### src/pkg/lmccr_consts.svh
`ifndef LMCCR_CONSTS_SVH
`define LMCCR_CONSTS_SVH

`define LMCCR_CMD_WR_CFG0 16'haa00
`define LMCCR_CMD_WR_CFG1 16'haa01
`define LMCCR_CMD_RD_CFG0 16'haa60
`define LMCCR_CMD_RD_CFG1 16'haa61

`define LMCCR_CFG0_RESET 48'h2000_e000_0107
`define LMCCR_CFG1_RESET 48'h00e0_0094_a400
`define LMCCR_CFG1_WMASK 48'h7fff_ffff_ffff

`define LMCCR_POWER_SAVE_ENABLE_BIT 12
`define LMCCR_EPS_HI 14
`define LMCCR_EPS_LO 13
`define LMCCR_OLR_BIT 15
`define LMCCR_SCAN_HI 21
`define LMCCR_SCAN_LO 16
`define LMCCR_SUBP_HI 24
`define LMCCR_SUBP_LO 22
`define LMCCR_RANGE_BIT 28
`define LMCCR_MUL_HI 32
`define LMCCR_MUL_LO 29
`define LMCCR_DLY_R_HI 38
`define LMCCR_DLY_R_LO 36
`define LMCCR_DLY_G_HI 41
`define LMCCR_DLY_G_LO 39
`define LMCCR_DLY_B_HI 44
`define LMCCR_DLY_B_LO 42
`define LMCCR_SLR_BIT 47
`define LMCCR_SEG_HI 9
`define LMCCR_SEG_LO 0

`define LMCCR_SEG_CODE_LONG 10'h3ff
`define LMCCR_SEG_LONG 11'h400
`define LMCCR_SEG_SHORT 11'h080
`endif

### src/pkg/lmccr_pkg.sv
package lmccr_pkg;
	typedef enum logic [1:0]
	{
		LMCCR_EPS_OFF,
		LMCCR_EPS_QUARTER,
		LMCCR_EPS_HALF,
		LMCCR_EPS_SEVEN_EIGHTHS
	} lmccr_eps_t;

	typedef struct packed
	{
		logic valid;
		logic [15:0] id;
		logic [47:0] data;
	} lmccr_cmd_t;

	typedef struct packed
	{
		logic power_save_enable;
		lmccr_eps_t enhanced_power_save_select;
		logic open_load_removal_enable;
		logic [6:0] scan_line_count;
		logic [7:0] subperiod_count;
		logic multiplier_range_select;
		logic [4:0] multiplier_ratio;
		logic [2:0] red_group_delay;
		logic [2:0] green_group_delay;
		logic [2:0] blue_group_delay;
		logic short_led_artefact_removal_enable;
		logic [10:0] segment_clock_count;
	} lmccr_cfg_t;
endpackage

### src/design/lmccr_regs.sv
`include "lmccr_consts.svh"

module lmccr_regs
	import lmccr_pkg::*;
(
	input wire logic i_ref_clk,
	input wire logic i_reset_n,
	input wire lmccr_cmd_t i_cmd,
	input wire logic i_forward_pwm_mode,
	input wire logic [15:0] i_channel_grayscale_value,
	output logic o_read_valid,
	output logic [47:0] o_read_data,
	output lmccr_cfg_t o_cfg,
	output logic o_off_cycle_power_save
);
	logic [47:0] cfg0;
	logic [47:0] cfg1;
	logic read_valid;
	logic [47:0] read_data;

	wire logic wr0 = i_cmd.valid && (i_cmd.id == `LMCCR_CMD_WR_CFG0);
	wire logic wr1 = i_cmd.valid && (i_cmd.id == `LMCCR_CMD_WR_CFG1);
	wire logic rd0 = i_cmd.valid && (i_cmd.id == `LMCCR_CMD_RD_CFG0);
	wire logic rd1 = i_cmd.valid && (i_cmd.id == `LMCCR_CMD_RD_CFG1);
	// Reserved top bit of the second register stays zero
	wire logic [47:0] next_cfg1 = i_cmd.data & `LMCCR_CFG1_WMASK;
	wire logic [47:0] next_read_data = rd0 ? cfg0 : (rd1 ? cfg1 : read_data);

	always_ff @(posedge i_ref_clk or negedge i_reset_n)
	begin
		if (!i_reset_n)
		begin
			cfg0 <= `LMCCR_CFG0_RESET;
			cfg1 <= `LMCCR_CFG1_RESET;
		end
		else
		begin
			if (wr0)
				cfg0 <= i_cmd.data;
			if (wr1)
				cfg1 <= next_cfg1;
		end
	end

	always_ff @(posedge i_ref_clk or negedge i_reset_n)
	begin
		if (!i_reset_n)
		begin
			read_valid <= 1'b0;
			read_data <= 48'h0000_0000_0000;
		end
		else
		begin
			read_valid <= rd0 || rd1;
			read_data <= next_read_data;
		end
	end

	assign o_read_valid = read_valid;
	assign o_read_data = read_data;

	wire logic [5:0] scan_field = cfg0[`LMCCR_SCAN_HI:`LMCCR_SCAN_LO];
	wire logic [2:0] subp_field = cfg0[`LMCCR_SUBP_HI:`LMCCR_SUBP_LO];
	wire logic [3:0] mul_field = cfg0[`LMCCR_MUL_HI:`LMCCR_MUL_LO];
	wire logic [9:0] seg_field = cfg1[`LMCCR_SEG_HI:`LMCCR_SEG_LO];
	wire logic [3:0] subp_units = {1'b0, subp_field} + 4'h1;
	wire logic [10:0] seg_len = (seg_field == `LMCCR_SEG_CODE_LONG) ?
		`LMCCR_SEG_LONG : `LMCCR_SEG_SHORT;
	wire lmccr_eps_t eps_mode = lmccr_eps_t'(cfg0[`LMCCR_EPS_HI:`LMCCR_EPS_LO]);

	// Off-cycle saving threshold as a fraction of the segment
	logic [10:0] eps_threshold;
	always_comb
	begin
		case (eps_mode)
			LMCCR_EPS_QUARTER: eps_threshold = seg_len >> 2;
			LMCCR_EPS_HALF: eps_threshold = seg_len >> 1;
			LMCCR_EPS_SEVEN_EIGHTHS: eps_threshold = seg_len - (seg_len >> 3);
			default: eps_threshold = 11'h000;
		endcase
	end

	assign o_off_cycle_power_save = (eps_mode != LMCCR_EPS_OFF) &&
		(i_channel_grayscale_value <= {5'h00, eps_threshold});

	assign o_cfg.power_save_enable = cfg0[`LMCCR_POWER_SAVE_ENABLE_BIT];
	assign o_cfg.enhanced_power_save_select = eps_mode;
	assign o_cfg.open_load_removal_enable = cfg0[`LMCCR_OLR_BIT];
	assign o_cfg.scan_line_count = {1'b0, scan_field} + 7'h01;
	assign o_cfg.subperiod_count = {subp_units, 4'h0};
	assign o_cfg.multiplier_range_select = cfg0[`LMCCR_RANGE_BIT];
	assign o_cfg.multiplier_ratio = {1'b0, mul_field} + 5'h01;
	// Group delays collapse to zero outside forward PWM mode
	wire logic [2:0] dly_r_field = cfg0[`LMCCR_DLY_R_HI:`LMCCR_DLY_R_LO];
	wire logic [2:0] dly_g_field = cfg0[`LMCCR_DLY_G_HI:`LMCCR_DLY_G_LO];
	wire logic [2:0] dly_b_field = cfg0[`LMCCR_DLY_B_HI:`LMCCR_DLY_B_LO];
	function automatic logic [2:0] gate_delay(input logic forward_mode, input logic [2:0] field);
		gate_delay = forward_mode ? field : 3'h0;
	endfunction
	assign o_cfg.red_group_delay = gate_delay(i_forward_pwm_mode, dly_r_field);
	assign o_cfg.green_group_delay = gate_delay(i_forward_pwm_mode, dly_g_field);
	assign o_cfg.blue_group_delay = gate_delay(i_forward_pwm_mode, dly_b_field);
	assign o_cfg.short_led_artefact_removal_enable = cfg0[`LMCCR_SLR_BIT];
	assign o_cfg.segment_clock_count = seg_len;
endmodule

### config.mk
export PLATFORM = sky130hd
export DESIGN_NAME = lmccr_regs
export DESIGN_NICKNAME = d
export VERILOG_FILES = /design/src/pkg/lmccr_pkg.sv /design/src/design/lmccr_regs.sv
export VERILOG_INCLUDE_DIRS = /design/src /design/src/pkg
export SDC_FILE = /design/constraint.sdc
export NUM_CORES = 1
export LEC_CHECK = 0
export ABC_AREA = 1
export BUFFER_PORTS_ARGS = -buffer_cell sky130_fd_sc_hd__buf_2
export CAP_MARGIN = 10
export CORE_MARGIN = 10
export CORE_UTILIZATION = 45
export CTS_BUF_LIST = sky130_fd_sc_hd__clkbuf_8 sky130_fd_sc_hd__clkbuf_16
export DETAILED_ROUTE_END_ITERATION = 7
export PLACE_DENSITY = 0.7
export SETUP_SLACK_MARGIN = 0.5
export SYNTH_ARGS = -nofsm -noshare
export SYNTH_HDL_FRONTEND = slang
export SYNTH_SLANG_ARGS = --single-unit
export TNS_END_PERCENT = 10
### constraint.sdc
create_clock -name i_ref_clk -period 2 [get_ports i_ref_clk]
set_clock_uncertainty 0.1 [all_clocks]
set_input_delay 0.2 -clock i_ref_clk [delete_from_list [all_inputs] [get_ports i_ref_clk]]
set_output_delay 0.2 -clock i_ref_clk [all_outputs]
set_load 0.02 [all_outputs]
### After elaboration in Yosys (flattened, before gate mapping)

Cells that the tools add are included.
W data, S select, Z words.

* add/sub/neg operators: 4
* magnitude comparators: 1
* equal/unequal tests: 8
* muxes and demuxes: 7
* reductions and logical operators: 8

Operators with widths (count)
* $mux W48: 2
* $eq A16 B16 Y1 const B: 4
* $pmux W11 S3: 1
* $le A16 B11 Y1: 1
* $mux W11: 1
* $sub A11 B8 Y11: 1
* $eq A10 B10 Y1 const B: 1
* $mux W3: 3
* $add A6 B1 Y7 const B: 1
* $add A4 B1 Y5 const B: 1
* $logic_and A1 B1 Y1: 5
* $add A3 B1 Y4 const B: 1
* $eq A2 B2 Y1 const B: 2
* $reduce_bool A2 Y1: 2
* $eq A2 B1 Y1 const B: 1
* $logic_or A1 B1 Y1: 1

* register bits after elaboration: 144
* input port bits: 84
* output and inout port bits: 96
* logic and storage cells: 32

### Longest topological paths before layout

* depth after elaboration: 6
* depth in mapped cells: 12
* mapped depth without buffers: 12

### Least setup slack after synthesis

Ideal clock, no wire load.

* path kind: register to output
* start: reg cfg1[0]
* end: out o_off_cycle_power_save
* arrival time: 2.444 ns
* data required time: 1.700 ns
* setup slack: -0.744 ns
* cell stages (with the launch flop): 13
* buffers on the path: 0
* cell sequence: dfrtp_1 nand4_1 nor3_1 inv_1 nand2_1 ha_1 inv_1 o21bai_1 nand2_1 nand2_1 nand2_1 nand2_1 a21oi_1

RTL lines
* start, declared: RTL line lmccr_regs.sv:17 `logic [47:0] cfg1;`
* start signal, assigned: RTL line lmccr_regs.sv:34 `` cfg1 <= `LMCCR_CFG1_RESET; ``
* start signal, assigned: RTL line lmccr_regs.sv:41 `cfg1 <= next_cfg1;`
* end, declared: RTL line lmccr_regs.sv:14 `output logic o_off_cycle_power_save`

### Final worst setup path

* start: reg cfg1[1]
* end: out o_off_cycle_power_save

* cells in the longest elaborated chain, start to end: 6

Ends and longest elaborated chain
* $eq A10 B10 Y1 (no source line) (*)
* $mux W11 (no source line) (*)
* $sub A11 B8 Y11: RTL line lmccr_regs.sv:78 `LMCCR_EPS_SEVEN_EIGHTHS: eps_threshold = seg_len - (seg_len >> 3);`
* $pmux W11 S3 (*): RTL line lmccr_regs.sv:75 `case (eps_mode)`
* $le A16 B11 Y1 (*): RTL line lmccr_regs.sv:84 `(i_channel_grayscale_value <= {5'h00, eps_threshold});`
* $logic_and A1 B1 Y1 (*): RTL line lmccr_regs.sv:83 `assign o_off_cycle_power_save = (eps_mode != LMCCR_EPS_OFF) &&`

Mark *: on every way between the ends. The rest lies on a longest branch, timed or not.

==> results.ini <==
[yosys]
synth-seq-cells=144
seq_area_frac_synth_pct=51.16
yosysTopAreaCellShare_pct=44.85
synth_cell_type_count=23
ys_top_cells_by_count=nand2_1 (274), inv_1 (164), dfrtp_1 (127)
synth_ff_type=dfrtp_1
syn-instance-count=898
synth_top_area_cell=dfrtp_1
yosys_warnings=0
synth.avg_cell_area_um2=7.890
synth_enable_flop_cells=0
synth.most_common_cell=nand2_1
yosys-top-cells-area=dfrtp_1 (45%), nand2_1 (15%), inv_1 (8.7%), dfstp_2 (6.3%), nand4_1 (4.4%)
ys_async_sr_fraction_pct=100.0
synth.cell_area_um2=7086

[routing]
wl_per_cell_um=14.89
finalWirelength_um=19880
routed-via-count=6406
via_per_inst=4.799
antenna_left=0
drc_errors=0
dr.pass1.iters=5
drtIter0Drc=380

[pwr]
p_per_area_nw_per_um2=666.4
p_leak_nw=5.120
ir_worst_vdd_mv=0.7530
finalPower_mw=6.351

[cts]
cts_root_buffer=clkbuf_16
clock_latency_ns=0.42
clkSlewWorstSetupHoldPaths_ns=0.06
max-clock-path-buffers=2
numCtsBuffers=17
ctsHtreeMaxLevel=4
cts.sinks=144
tritoncts=built

[floorplan]
die-width_um=145.5
core_area_um2=15310
initial_core_util_pct=46.27
ios=180
die_y_um=145.5
dieArea_um2=21160
fp-row-count=45

[sta]
min_period_ns=2.649
finalSetupViolations=2
fmax_ghz=0.3775
relSlewSlack_pct=64.47
slew_violations=0
rsz0062_at_grt=true
fin_ws_ns=-0.6487
worstMarginPinSlew_ns=0.5329
finalHoldViolCount=0
fin_crit_sh_pct=132.4
hold_ws_ns=0.1870
setup_tns_ns=-0.9436

[finish]
stdcell_count=1335
finish.instance_area_um2=9530
drive_gt1_share_pct=26.45
post-route-util_pct=62.23
area_delta_synth_final_pct=34.50
fin_nets=1203

[place]
io_buffers=166
dp.cells=1249
placedInstanceArea_um2=8180
place_ws_ns=-0.1951
gp_congestion=0.7732
hpwlAfterDp_um=12980

[grt]
grt_remaining_overflow=0
antenna_found_initial=1
grt_pass1_vias=6426
grt_pass1_wl_um=32750
use_met1_pct=23.04
grt_util_met3_pct=4.998
use_met2_pct=31.15
top_usage_layer=met2
track_usage_pct=18.48
grt_max_degree=53

[setup_path]
arrival_ns=2.35
r2r_slack_ns=0.91
worstRegToRegCells=5
critPathLaunchType=flop
path_max_fanout=5
end_kind=output pin
timing.rr.end=o_read_data[13]$_DFFE_PN0P_
critPathRequiredTime_ns=1.70
reg2reg_from=cfg0[13]$_DFFE_PN0P_
crit_type=reg2out

[worst_hold_path]
hold_class=in2async

[outcome]
violations=negative setup slack
status=complete, but fails checks

[run]
cap_violations=0

-- cell families after synthesis --
| group | count (synthesis) | share of synthesized area (%) |
|---|---|---|
| xor gates and xnor gates | 7 | 0.8653 |
| adders and majority gates | 9 | 1.589 |
| buffers and inverters | 234 | 14.60 |
| and+or+nand+nor | 403 | 24.63 |
| DFF | 144 | 51.16 |
| other | 1 | 0.05292 |
| AOI/OAI and AO/OA | 100 | 7.099 |
-- routing by layer --
| layer | part of all wire, % | wire length, µm |
|---|---|---|
| met1 | 45 | 8917 |
| met2 | 49 | 9769 |
| met3 | 4.8 | 958 |
| met4 | 1.1 | 228 |
| met5 | 0 | 0 |
-- cell type report --
cell class                      count  area, µm²
Sequential cell                   144       3630
Multi-Input combinational cell    532       2699
Timing Repair Buffer              251       1745
Inverter                          164      615.6
Tap cell                          211      264.0
Clock buffer                       19      452.9
Clock inverter                     13      121.4
Fill cell                        1352       5784
Antenna cell                        1      2.502
-- sequential cells by signal (all words and copies together) (netlist names) --
register	flops
cfg0	48
cfg1	47
o_read_data	48
o_read_valid	1
-- worst max path at each step --
stage / from / end / slack [ns] / cells after the start
floorplan: cfg1[0]$_DFFE_PN0P_ / o_off_cycle_power_save / -0.12 / 12
global placement: cfg1[0]$_DFFE_PN0P_ / o_off_cycle_power_save / -0.12 / 11
detailed placement: cfg1[1]$_DFFE_PN0P_ / o_off_cycle_power_save / -0.20 / 10
CTS: cfg1[0]$_DFFE_PN0P_ / o_off_cycle_power_save / -0.56 / 10
global route: cfg1[1]$_DFFE_PN0P_ / o_off_cycle_power_save / -0.81 / 11
finish: cfg1[1]$_DFFE_PN0P_ / o_off_cycle_power_save / -0.65 / 11
-- repair_timing --
item	4_1_cts	5_1_grt
pin swaps	20	19
resized for setup	41	27
hold buffers	49	0
endpoints found under the hold margin	135	0
setup buffers	3	1
endpoints found under the setup margin	17	20
-- report_power, final --
part | internal [mW] | switching, mW | leakage (nW)
Sequential | 2.92 | 0.000497 | 1.94
Combinational | 0.164 | 0.195 | 2.89
Clock | 1.88 | 1.20 | 0.291
Total | 4.96 | 1.39 | 5.12
-- layout by cell type, fill, tap and decap left out, types with 5 or more instances in the layout --
| cell type | count |
|---|---|
| nand2_2 | 5 |
| o21ai_0 | 58 |
| o21ai_1 | 37 |
| inv_2 | 9 |
| xor2_1 | 6 |
| dfrtp_1 | 123 |
| buf_12 | 6 |
| nor2_1 | 11 |
| buf_4 | 39 |
| clkinv_2 | 6 |
| dfstp_2 | 17 |
| buf_2 | 148 |
| ha_4 | 7 |
| nand2_1 | 268 |
| nand3_1 | 48 |
| conb_1 | 13 |
| dlygate4sd3_1 | 49 |
| inv_1 | 157 |
| buf_6 | 9 |
| clkbuf_16 | 17 |
| nand4_1 | 50 |
-- critical path: stages, from the launching register on --
cell and delay [ns]:
dfrtp_1 0.35, nand4_1 0.17, nor3_4 0.33, inv_2 0.10, nand2_1 0.08, inv_1 0.05
ha_1 0.29, nand3_2 0.09, nor2_2 0.13, nand2_2 0.08, a21oi_4 0.15, buf_6 0.13
(Power assumes the default switching activity.)
